`src/scan_tap_pkg.sv`:
```
// constants for the sram boundary-scan test access port
// assumes one system clock that samples all test pins
package scan_tap_pkg;
    localparam int unsigned IR_WIDTH = 3;
    localparam int unsigned ID_WIDTH = 32;
    localparam int unsigned BSR_WIDTH = 72;
    localparam int unsigned ADDR_WIDTH = 17;

    localparam logic [2:0] INSTR_EXTEST = 3'h0;
    localparam logic [2:0] INSTR_IDCODE = 3'h1;
    localparam logic [2:0] INSTR_SAMPLE_Z = 3'h2;
    localparam logic [2:0] INSTR_SAMPLE = 3'h4;
    localparam logic [2:0] INSTR_BYPASS = 3'h7;
    localparam logic [2:0] IR_CAPTURE_VALUE = 3'h1;

    // identification word field positions
    localparam int unsigned ID_REV_LSB = 28;
    localparam int unsigned ID_DEPTH_LSB = 23;
    localparam int unsigned ID_WIDTHF_LSB = 18;
    localparam int unsigned ID_DEVICE_LSB = 12;
    localparam int unsigned ID_VENDOR_LSB = 1;
    localparam int unsigned ID_PRESENT_BIT = 0;

    // identity values: arbitrary neutral values
    localparam logic [3:0] ID_REVISION = 4'h1;
    localparam logic [4:0] ID_DEPTH = 5'h13;
    localparam logic [4:0] ID_WIDTHF = 5'h04;
    localparam logic [5:0] ID_DEVICE = 6'h00;
    localparam logic [10:0] ID_VENDOR = 11'h2aa;

    localparam int unsigned SYNC_STAGES = 2;

    typedef enum logic [3:0] {
        ST_RESET, ST_IDLE, ST_SEL_DR, ST_CAP_DR, ST_SHIFT_DR, ST_EXIT1_DR, ST_PAUSE_DR,
        ST_EXIT2_DR, ST_UPD_DR, ST_SEL_IR, ST_CAP_IR, ST_SHIFT_IR, ST_EXIT1_IR,
        ST_PAUSE_IR, ST_EXIT2_IR, ST_UPD_IR
    } tap_state_t;
endpackage

```
`src/tap_ctrl_if.sv`:
```
// signals between the tap state machine and the scan data path
// assumes both ends run on the same system clock
`timescale 1ns/1ps
`default_nettype none
interface tap_ctrl_if;
    logic tck_rise;
    logic tms;
    logic in_reset;
    logic capture_dr;
    logic shift_dr;
    logic capture_ir;
    logic shift_ir;
    logic update_ir;

    modport fsm (
        input tck_rise, tms,
        output in_reset, capture_dr, shift_dr, capture_ir, shift_ir, update_ir
    );
    modport core (
        output tck_rise, tms,
        input in_reset, capture_dr, shift_dr, capture_ir, shift_ir, update_ir
    );
endinterface
`default_nettype wire

```
`src/tap_state_machine.sv`:
```
// sixteen-state test access port controller
// assumes tck_rise is a one-cycle pulse with tms already synchronised
`timescale 1ns/1ps
`default_nettype none
module tap_state_machine (
    input wire logic clk_sys,   // system clock
    input wire logic sys_rst,   // synchronous reset, active high
    tap_ctrl_if.fsm ctrl        // edge in, state decodes out
);
    scan_tap_pkg::tap_state_t state_q;
    scan_tap_pkg::tap_state_t state_d;

    function automatic scan_tap_pkg::tap_state_t next_state(
        input scan_tap_pkg::tap_state_t s, input logic m);
        case (s)
            scan_tap_pkg::ST_RESET: return m ? scan_tap_pkg::ST_RESET : scan_tap_pkg::ST_IDLE;
            scan_tap_pkg::ST_IDLE: return m ? scan_tap_pkg::ST_SEL_DR : scan_tap_pkg::ST_IDLE;
            scan_tap_pkg::ST_SEL_DR: return m ? scan_tap_pkg::ST_SEL_IR : scan_tap_pkg::ST_CAP_DR;
            scan_tap_pkg::ST_CAP_DR: return m ? scan_tap_pkg::ST_EXIT1_DR
                                              : scan_tap_pkg::ST_SHIFT_DR;
            scan_tap_pkg::ST_SHIFT_DR: return m ? scan_tap_pkg::ST_EXIT1_DR
                                                : scan_tap_pkg::ST_SHIFT_DR;
            scan_tap_pkg::ST_EXIT1_DR: return m ? scan_tap_pkg::ST_UPD_DR
                                                : scan_tap_pkg::ST_PAUSE_DR;
            scan_tap_pkg::ST_PAUSE_DR: return m ? scan_tap_pkg::ST_EXIT2_DR
                                                : scan_tap_pkg::ST_PAUSE_DR;
            scan_tap_pkg::ST_EXIT2_DR: return m ? scan_tap_pkg::ST_UPD_DR
                                                : scan_tap_pkg::ST_SHIFT_DR;
            scan_tap_pkg::ST_UPD_DR: return m ? scan_tap_pkg::ST_SEL_DR : scan_tap_pkg::ST_IDLE;
            scan_tap_pkg::ST_SEL_IR: return m ? scan_tap_pkg::ST_RESET : scan_tap_pkg::ST_CAP_IR;
            scan_tap_pkg::ST_CAP_IR: return m ? scan_tap_pkg::ST_EXIT1_IR
                                              : scan_tap_pkg::ST_SHIFT_IR;
            scan_tap_pkg::ST_SHIFT_IR: return m ? scan_tap_pkg::ST_EXIT1_IR
                                                : scan_tap_pkg::ST_SHIFT_IR;
            scan_tap_pkg::ST_EXIT1_IR: return m ? scan_tap_pkg::ST_UPD_IR
                                                : scan_tap_pkg::ST_PAUSE_IR;
            scan_tap_pkg::ST_PAUSE_IR: return m ? scan_tap_pkg::ST_EXIT2_IR
                                                : scan_tap_pkg::ST_PAUSE_IR;
            scan_tap_pkg::ST_EXIT2_IR: return m ? scan_tap_pkg::ST_UPD_IR
                                                : scan_tap_pkg::ST_SHIFT_IR;
            scan_tap_pkg::ST_UPD_IR: return m ? scan_tap_pkg::ST_SEL_DR : scan_tap_pkg::ST_IDLE;
            default: return scan_tap_pkg::ST_RESET;
        endcase
    endfunction

    always_comb begin
        state_d = state_q;
        if (ctrl.tck_rise) begin
            state_d = next_state(state_q, ctrl.tms); // [RULE13]
        end
    end

    always_ff @(posedge clk_sys) begin
        if (sys_rst) begin
            state_q <= scan_tap_pkg::ST_RESET;
        end else begin
            state_q <= state_d;
        end
    end

    assign ctrl.in_reset = (state_q == scan_tap_pkg::ST_RESET);
    assign ctrl.capture_dr = (state_q == scan_tap_pkg::ST_CAP_DR);
    assign ctrl.shift_dr = (state_q == scan_tap_pkg::ST_SHIFT_DR);
    assign ctrl.capture_ir = (state_q == scan_tap_pkg::ST_CAP_IR);
    assign ctrl.shift_ir = (state_q == scan_tap_pkg::ST_SHIFT_IR);
    assign ctrl.update_ir = (state_q == scan_tap_pkg::ST_UPD_IR);
endmodule
`default_nettype wire

```
`src/sram_boundary_scan_tap.sv`:
```
// boundary-scan test access port of a x36 synchronous burst sram
// assumes test pins are asynchronous to clk_sys and much slower than it
// Operation
// (RULE1) registers: 3-bit instruction, 1-bit bypass, 32-bit id, 72-bit boundary chain
// (RULE2) code 000 captures pins, shifts boundary chain, turns sram outputs off
// (RULE3) code 001 loads and shifts the id word, sram unaffected
// (RULE4) code 010 captures pins, shifts boundary chain, turns sram outputs off
// (RULE5) code 100 captures pins and shifts boundary chain; no preload
// (RULE6) controller never loads codes 011, 101 or 110; here ir_q loads them on update and decodes them as bypass
// (RULE7) code 111 puts one bypass bit between data in and out
// (RULE8) chain 1-9 address, 10 parity a, 11-18 byte a, 19 sleep, 20-28 byte b, 29-30 address
// (RULE9) chain 31-44 advance, strobes, oe, byte/global write, clock, enables, byte writes
// (RULE10) chain 45-46 address, 47-55 byte c, 56 flow, 57-65 byte d, 66 order, 67-72 address
// (RULE11) id word: revision 31:28, depth 27:23, width 22:18, device 17:12
// (RULE12) id word: vendor code 11:1, bit 0 constant one
// (RULE13) standard sixteen states on rising test clock; output changes on falling, off otherwise
// (RULE14) entering test-logic-reset selects the identification instruction
`timescale 1ns/1ps
`default_nettype none
module sram_boundary_scan_tap (
    input wire logic clk_sys,                  // system clock, 25 MHz
    input wire logic sys_rst,                  // synchronous reset, active high
    input wire logic tck,                      // test clock pin
    input wire logic tms,                      // test mode select pin
    input wire logic tdi,                      // test data in pin
    output logic tdo,                          // test data out
    output logic tdo_oe_n,                     // low while tdo is driven
    output logic sram_outputs_off,             // high forces sram outputs to high-z
    input wire logic [16:0] sram_address_bit,  // upper address balls
    input wire logic low_address_bit_one,      // address bit 1
    input wire logic low_address_bit_two,      // address bit 0
    input wire logic [7:0] byte_a_data,        // data byte a
    input wire logic [7:0] byte_b_data,        // data byte b
    input wire logic [7:0] byte_c_data,        // data byte c
    input wire logic [7:0] byte_d_data,        // data byte d
    input wire logic byte_a_parity,            // parity byte a
    input wire logic byte_b_parity,            // parity byte b
    input wire logic byte_c_parity,            // parity byte c
    input wire logic byte_d_parity,            // parity byte d
    input wire logic sleep_input,              // sleep pin
    input wire logic flow_through_select,      // flow-through pin
    input wire logic burst_order_select,       // burst order pin
    input wire logic burst_advance,            // burst advance pin
    input wire logic processor_strobe,         // processor address strobe
    input wire logic controller_strobe,        // controller address strobe
    input wire logic output_enable,            // output enable pin
    input wire logic byte_write_enable,        // byte write enable pin
    input wire logic global_write,             // global write pin
    input wire logic sram_clock,               // sram clock pin level
    input wire logic chip_enable_two,          // chip enable 2
    input wire logic [3:0] byte_write,         // byte writes, [0]=a .. [3]=d
    input wire logic chip_enable_one,          // chip enable 1
    input wire logic chip_enable_zero          // chip enable 0
);
    ////////////////////////////////////////////////////////////////////////////////
    // pin synchronisers and test clock edge detect
    logic [scan_tap_pkg::SYNC_STAGES-1:0] tck_sync_q;
    logic [scan_tap_pkg::SYNC_STAGES-1:0] tms_sync_q;
    logic [scan_tap_pkg::SYNC_STAGES-1:0] tdi_sync_q;
    logic tck_prev_q;
    logic tck_fall;

    always_ff @(posedge clk_sys) begin
        if (sys_rst) begin
            tck_sync_q <= '0;
            tms_sync_q <= '1;
            tdi_sync_q <= '0;
            tck_prev_q <= 1'b0;
        end else begin
            tck_sync_q <= {tck_sync_q[0], tck};
            tms_sync_q <= {tms_sync_q[0], tms};
            tdi_sync_q <= {tdi_sync_q[0], tdi};
            tck_prev_q <= tck_sync_q[1];
        end
    end

    tap_ctrl_if ctrl ();

    assign ctrl.tck_rise = tck_sync_q[1] & ~tck_prev_q; // [RULE13]
    assign ctrl.tms = tms_sync_q[1];
    assign tck_fall = ~tck_sync_q[1] & tck_prev_q;

    tap_state_machine u_fsm (
        .clk_sys(clk_sys),
        .sys_rst(sys_rst),
        .ctrl(ctrl)
    );

    ////////////////////////////////////////////////////////////////////////////////
    // instruction register
    logic [scan_tap_pkg::IR_WIDTH-1:0] ir_shift_q; // [RULE1]
    logic [scan_tap_pkg::IR_WIDTH-1:0] ir_q;

    always_ff @(posedge clk_sys) begin
        if (sys_rst) begin
            ir_shift_q <= scan_tap_pkg::IR_CAPTURE_VALUE;
            ir_q <= scan_tap_pkg::INSTR_IDCODE;
        end else begin
            // held at the id code for as long as the tap sits in reset
            if (ctrl.in_reset) begin
                ir_q <= scan_tap_pkg::INSTR_IDCODE; // [RULE14]
            end else if (ctrl.tck_rise && ctrl.update_ir) begin
                ir_q <= ir_shift_q;
            end
            if (!ctrl.tck_rise) begin
                ir_shift_q <= ir_shift_q;
            end else if (ctrl.capture_ir) begin
                ir_shift_q <= scan_tap_pkg::IR_CAPTURE_VALUE;
            end else if (ctrl.shift_ir) begin
                ir_shift_q <= {tdi_sync_q[1], ir_shift_q[scan_tap_pkg::IR_WIDTH-1:1]};
            end
        end
    end

    ////////////////////////////////////////////////////////////////////////////////
    // instruction decode; unused codes fall back to bypass
    logic sel_bsr;
    logic sel_id;

    always_comb begin
        sel_bsr = 1'b0;
        sel_id = 1'b0;
        case (ir_q)
            scan_tap_pkg::INSTR_EXTEST: sel_bsr = 1'b1;   // [RULE2]
            scan_tap_pkg::INSTR_IDCODE: sel_id = 1'b1;    // [RULE3]
            scan_tap_pkg::INSTR_SAMPLE_Z: sel_bsr = 1'b1; // [RULE4]
            scan_tap_pkg::INSTR_SAMPLE: sel_bsr = 1'b1;   // [RULE5]
            default: sel_bsr = 1'b0;                       // [RULE6] [RULE7]
        endcase
    end

    always_ff @(posedge clk_sys) begin
        if (sys_rst) begin
            sram_outputs_off <= 1'b0;
        end else begin
            sram_outputs_off <= (ir_q == scan_tap_pkg::INSTR_EXTEST) // [RULE2]
                             | (ir_q == scan_tap_pkg::INSTR_SAMPLE_Z); // [RULE4]
        end
    end

    ////////////////////////////////////////////////////////////////////////////////
    // pin ring, written from chain bit 72 down to bit 1 (bit 1 leaves first)
    logic [scan_tap_pkg::BSR_WIDTH-1:0] ring;
    logic [scan_tap_pkg::ID_WIDTH-1:0] id_word;

    assign ring = {
        low_address_bit_two, low_address_bit_one,                    // 72-71 [RULE10]
        sram_address_bit[16:13], burst_order_select,                 // 70-66 [RULE10]
        byte_d_parity, byte_d_data, flow_through_select,             // 65-56 [RULE10]
        byte_c_data, byte_c_parity, sram_address_bit[12:11],         // 55-45 [RULE10]
        chip_enable_zero, chip_enable_one, byte_write[3], byte_write[2], // 44-41 [RULE9]
        byte_write[1], byte_write[0], chip_enable_two, sram_clock,   // 40-37 [RULE9]
        global_write, byte_write_enable, output_enable,              // 36-34 [RULE9]
        controller_strobe, processor_strobe, burst_advance,          // 33-31 [RULE9]
        sram_address_bit[10:9], byte_b_parity, byte_b_data,          // 30-20 [RULE8]
        sleep_input, byte_a_data, byte_a_parity, sram_address_bit[8:0] // 19-1 [RULE8]
    };

    assign id_word = {scan_tap_pkg::ID_REVISION, scan_tap_pkg::ID_DEPTH,   // [RULE11]
                      scan_tap_pkg::ID_WIDTHF, scan_tap_pkg::ID_DEVICE,   // [RULE11]
                      scan_tap_pkg::ID_VENDOR, 1'b1};                     // [RULE12]

    ////////////////////////////////////////////////////////////////////////////////
    // data registers
    logic [scan_tap_pkg::BSR_WIDTH-1:0] bsr_q;
    logic [scan_tap_pkg::ID_WIDTH-1:0] id_q;
    logic bypass_q;

    always_ff @(posedge clk_sys) begin
        if (sys_rst) begin
            bsr_q <= '0;
        end else if (ctrl.tck_rise && sel_bsr) begin
            if (ctrl.capture_dr) begin
                bsr_q <= ring; // [RULE2] [RULE4] [RULE5]
            end else if (ctrl.shift_dr) begin
                bsr_q <= {tdi_sync_q[1], bsr_q[scan_tap_pkg::BSR_WIDTH-1:1]};
            end
        end
    end

    always_ff @(posedge clk_sys) begin
        if (sys_rst) begin
            id_q <= '0;
        end else if (ctrl.tck_rise && sel_id) begin
            if (ctrl.capture_dr) begin
                id_q <= id_word; // [RULE3]
            end else if (ctrl.shift_dr) begin
                id_q <= {tdi_sync_q[1], id_q[scan_tap_pkg::ID_WIDTH-1:1]};
            end
        end
    end

    always_ff @(posedge clk_sys) begin
        if (sys_rst) begin
            bypass_q <= 1'b0;
        end else if (ctrl.tck_rise && !sel_bsr && !sel_id) begin
            if (ctrl.capture_dr) begin
                bypass_q <= 1'b0;
            end else if (ctrl.shift_dr) begin
                bypass_q <= tdi_sync_q[1]; // [RULE7]
            end
        end
    end

    ////////////////////////////////////////////////////////////////////////////////
    // serial output, moved on the falling test clock
    logic dr_lsb;

    always_comb begin
        if (sel_bsr) begin
            dr_lsb = bsr_q[0];
        end else if (sel_id) begin
            dr_lsb = id_q[0];
        end else begin
            dr_lsb = bypass_q;
        end
    end

    always_ff @(posedge clk_sys) begin
        if (sys_rst) begin
            tdo <= 1'b0;
            tdo_oe_n <= 1'b1;
        end else if (tck_fall) begin
            tdo <= ctrl.shift_ir ? ir_shift_q[0] : dr_lsb;      // [RULE13]
            tdo_oe_n <= ~(ctrl.shift_ir | ctrl.shift_dr);        // [RULE13]
        end
    end
endmodule
`default_nettype wire

```
`config.mk`:
```
export PLATFORM = sky130hd
export DESIGN_NAME = sram_boundary_scan_tap
export DESIGN_NICKNAME = d
export VERILOG_FILES = /design/src/scan_tap_pkg.sv /design/src/tap_ctrl_if.sv /design/src/tap_state_machine.sv /design/src/sram_boundary_scan_tap.sv
export SDC_FILE = /design/constraint.sdc
export NUM_CORES = 1
export LEC_CHECK = 0
export ABC_AREA = 1
export BUFFER_PORTS_ARGS = -buffer_cell sky130_fd_sc_hd__clkbuf_2
export CELL_PAD_IN_SITES_DETAIL_PLACEMENT = 2
export CELL_PAD_IN_SITES_GLOBAL_PLACEMENT = 2
export CORE_ASPECT_RATIO = 0.6
export CORE_MARGIN = 5
export CORE_UTILIZATION = 28
export DETAILED_ROUTE_END_ITERATION = 12
export GPL_TIMING_DRIVEN = 1
export PLACE_DENSITY = 0.86
export RECOVER_POWER = 50
export SKIP_LAST_GASP = 1
export SYNTH_ARGS = -nofsm -noshare
export SYNTH_HDL_FRONTEND = slang
export SYNTH_SLANG_ARGS = --single-unit
```
`constraint.sdc`:
```
create_clock -name clk_sys -period 1.5 [get_ports clk_sys]
set_clock_uncertainty 0.1 [all_clocks]
set_input_delay 0.225 -clock clk_sys [delete_from_list [all_inputs] [get_ports clk_sys]]
set_output_delay 0.225 -clock clk_sys [all_outputs]
set_load 0.05 [all_outputs]
```
# Word-level counts from Yosys, hierarchy flattened
# Cells that the tools add are included.
# op_classes
addsub	0
multipliers	0
div_mod_pow	0
n_lt_le_gt_ge	0
n_eq_ne	18
n_shift	0
mux	26
n_bitwise	7
n_reduce_logical	20
# op_table
op	count
$mux 72	2
$mux 32	2
$pmux 4 s12	1
$eq 4x4->1 const B	8
$eq 4x3->1 const B	4
$mux 4	4
$mux 3	4
$mux 1	10
$eq 4x2->1 const B	2
$reduce_and 2->1	4
$mux 2	3
$reduce_or 2->1	3
$reduce_or 3->1	2
$logic_and 1x1->1	5
$eq 4x1->1 const B	1
$logic_not 4->1	1
$reduce_bool 2->1	2
$eq 3x1->1 const B	1
$eq 3x2->1 const B	1
$eq 3x3->1 const B	1
$logic_not 3->1	1
$not 1->1	3
$and 1x1->1	2
$logic_not 1->1	2
$or 1x1->1	2
# totals
reg_bits	125
latchBits	0
ram_bits	0
romBits	0
inputBits	77
out_inout_bits	3
elab_cells	84
mem_count	0

# Logic depth before layout (Yosys ltp)
# depth
word_depth	7
ltp_mapped	11
mapped_depth_nobuf	8

# Cells and area by module
# From an unflattened synthesis, not the netlist that was laid out.
# unflattened
hier_cells	783
hier_area_um2	5550.3
# by_module_without_submodules
module	instances	cells_each	area_per_inst_um2	seq_area_each_um2
sram_boundary_scan_tap	1	700	5117.4	2422.3
tap_state_machine	1	83	432.9	80.1

# Least setup slack after synthesis
# No wires, ideal clock.
# synth_path
path_kind	register to register
start	register u_fsm.state_q[1]
end	register bsr_q[0] in the netlist's numbering
setup_ns	0.128
arrival_ns	1.383
required_time_ns	1.272
slack_ns	-0.111
stages_incl_launch_ff	10
path_buffers	3
period_less_slack_ns	1.611
path_cell_list	dfxtp_1 buf_2 nor2_1 nand2_1 nand2_2 nand3_2 buf_4 buf_6 a21oi_1 nor2_1
# synth_via
elab_chain_len	3
elab_cells_between_ends	5
cone_classes	eq/ne: 2; mux: 1; reduce/logical: 2
# synth_lines
item	line	text
from (decl)	tap_state_machine.sv:10	scan_tap_pkg::tap_state_t state_q;
from (signal assigned)	tap_state_machine.sv:55	state_q <= scan_tap_pkg::ST_RESET;
from (signal assigned)	tap_state_machine.sv:57	state_q <= state_d;
$eq 4x2->1 or $eq 4x3->1 (tied branches)	tap_state_machine.sv:62, tap_state_machine.sv:63	
$reduce_bool 2->1 (no source line)	--	
$reduce_and 2->1 (no source line)	--	
to (signal assigned)	sram_boundary_scan_tap.sv:174	bsr_q <= ring;
to (signal assigned)	sram_boundary_scan_tap.sv:176	bsr_q <= {tdi_sync_q[1], bsr_q[scan_tap_pkg::BSR_WIDTH-1:1]};
to (decl)	sram_boundary_scan_tap.sv:165	logic [scan_tap_pkg::BSR_WIDTH-1:0] bsr_q;
# Several ways; a longest one is shown, not always the timed one.
# A chain may end at the register's enable or synchronous reset.

# Worst setup path in the final report
# layout_path
start	register u_fsm.state_q[0]
end	register bsr_q[6] in the netlist's numbering
# The elaborated chain is that of the path after synthesis.

==> flow_summary.toml <==
[drt]
wl_microns = 35000
ant_nets = 0
drc = 0
viasPerCell = 5.55
vias = 6479
drt_iter0_drc = 528
dr.pass1.iters = 4
wl_per_cell_microns = 30.0

[clock_network]
worstSkewPairLatency_ps = 460
clk_pin_slew_worst_paths_ps = 70
clock_path_buffers = 2
cts_max_level = 4
numCtsBuffers = 17
cts_num_sinks = 125
clockRootBuffer = "clkbuf_16"
cts_tree = "done"

[power_and_ir_drop]
leakage_uw = 0.00311
p_int_uw = 6330
pwr-share-clk = 0.570
pwr-share-comb = 0.036
ir_drop_mv = 0.717
p_seq_frac = 0.394
powerDensity_mw_per_mm2 = 937
sw_frac_of_total = 0.252
p_switching_uw = 2140

[job]
cap_violations = 0

[die]
die_h_microns = 117
ioPinCount = 80
initial_core_util = 0.284
fp.coreArea_sq_mm = 0.0189
rows = 39
die_x_microns = 189
dieArea_sq_mm = 0.0221

[place]
dp_slack_ps = -343
place_area_sq_mm = 0.00635
post-dp-hpwl_microns = 13000
gp_congestion = 0.830
port_buffers = 79
dp.cells = 1100

[layout]
drive_gt1_frac = 0.474
nets = 986
n_antenna_cell = 0
syn_to_final_growth_pct = 68.1
final_cells = 1168
final_cell_mix = "nand2_1 (163), dfxtp_1 (120), a21oi_2 (99)"
utilization = 0.477
final_common_cell = "nand2_1"
final_cell_area_sq_mm = 0.00903

[sta]
setup_slack_ps = -490
rsz0062_at_grt = "yes"
whs_ps = 51.1
setup_violations = 118
final.min_clock_period_ps = 1990
slew_headroom = 0.713
tightestPinTransition_ps = 430
period_share = 1.33
max_freq_mhz = 503
hold_viol = 0
finalMaxSlewViolations = 0

[global_route]
grt_pass1_wl_microns = 43600
grt_pass1_vias = 6977
antenna_found_initial = 0
grt.overflow.total = 0
grt_start_max_net_pins = 40
grt_usage = 0.262

[synthesis]
netlist_instances = 776
synth_area_sq_mm = 0.00537
syn_nets = 853
synth-seq-cells = 125
ys_warn_count = 0
syn_area_per_cell_sq_um = 6.92
synth_cell_type_count = 22
seq_area_frac_synth = 0.466

[setup_path]
critPathRequiredTime_ps = 1740
worst_setup_path_end_kind = "flip-flop"
crit_arrival_ps = 2230
worst_setup_path_start_kind = "flip-flop"
cp_max_fo = 6
crit_type = "reg -> reg"

[worst_hold_path]
min_path_type = "in -> reg"

[run_status]
violations = "setup timing"
outcome = "finished with violations"
[area by class of cell]
class	instances	area [sq um]
sequential	125	2510
inverter	25	111
fill	2025	9900
multi-input combinational	571	3780
timing repair buffer	169	1670
clock inverter	13	188
clock buffer	19	453
tap	246	308
[per-layer routing]
metal / share of wire / vias up / GRT usage
li1: - / 2807 / -
met1: 0.40 / 3287 / 0.301
met2: 0.50 / 267 / 0.461
met3: 0.051 / 118 / 0.0673
met4: 0.051 / 0 / 0.134
met5: 0 / - / 0
[stage by stage]
stage                     total power (uW)  setup TNS [ps]
after global placement                3640           -5020
after floorplan                       3480               0
after global routing                  8600          -42970
after CTS                             8220          -20140
after detailed placement              3640          -16140
final                                 8460          -38650
[cell families (layout without fill, tap and decap cells)]
family | count (synthesis) | count (layout) | synth area share
flip-flops | 125 | 125 | 0.466
AND/OR/NAND/NOR | 370 | 370 | 0.275
AO/OA/AOI/OAI | 201 | 201 | 0.188
buffers and inverters | 80 | 226 | 0.0710
[what timing repair did]
item	CTS	global route
setup endpoints to repair	117	118
hold buffers	3	0
resized for setup	162	212
endpoints found under the hold margin	3	0
cloned	8	7
buffers inserted	10	14
pin swaps	26	54
[power groups by stage]
| stage | Combinational [uW] | Sequential (uW) | Clock (uW) |
|---|---|---|---|
| floorplan | 64.0 | 3410 | 0 |
| global placement | 231 | 3410 | 0 |
| detailed placement | 237 | 3410 | 0 |
| CTS | 261 | 3330 | 4630 |
| global route | 311 | 3330 | 4960 |
| finish | 302 | 3330 | 4830 |
[flip-flops by register name, indices dropped and copies added, names as in the netlist]
signal	flops
ir_shift_q	3
ir_q	3
bypass_q	1
tdo	1
tdi_sync_q	2
tms_sync_q	2
tck_prev_q	1
bsr_q	72
tdo_oe_n	1
u_fsm.state_q	4
sram_outputs_off	1
id_q	32
tck_sync_q	2
[final timing paths]
check        slack, ps        startpoint  cells after the start            end
min                 50           sys_rst                      2        id_q[5]
max               -490  u_fsm.state_q[0]                     10       bsr_q[6]
max reg2reg       -490  u_fsm.state_q[0]                     10       bsr_q[6]
min reg2reg        320     tck_sync_q[0]                      2  tck_sync_q[1]
[critical path, stage by stage, from the launching register on]
cell and delay [ps]:
dfxtp_2 440, nand2_2 120, inv_2 120, nand2_4 90, nand2_4 120, nand3_4 110
clkbuf_16 210, buf_16 160, a21oi_4 130, a21oi_2 50, nor2_1 220
[Yosys cell counts]
library cell  number  share of area
buf_4              2         0.0028
clkbuf_1          22          0.015
nor2_1           115          0.080
o21ai_0           21          0.020
dfxtp_1          125           0.47
buf_2             22          0.020
buf_1              2         0.0014
a21oi_1          178           0.17
inv_2              3         0.0021
nand4_1            2         0.0023
nor3_1            12          0.011
nand3_2            1         0.0019
clkbuf_2           1        0.00093
nand3_1           33          0.031
inv_1             22          0.015
nand2_2            3         0.0035
o211ai_1           2         0.0028
nand2_1          199           0.14
or2_2              3         0.0035
nand3b_1           1         0.0014
nor2_2             1         0.0012
buf_6              6          0.013
Power figures use the tool's default switching activity.
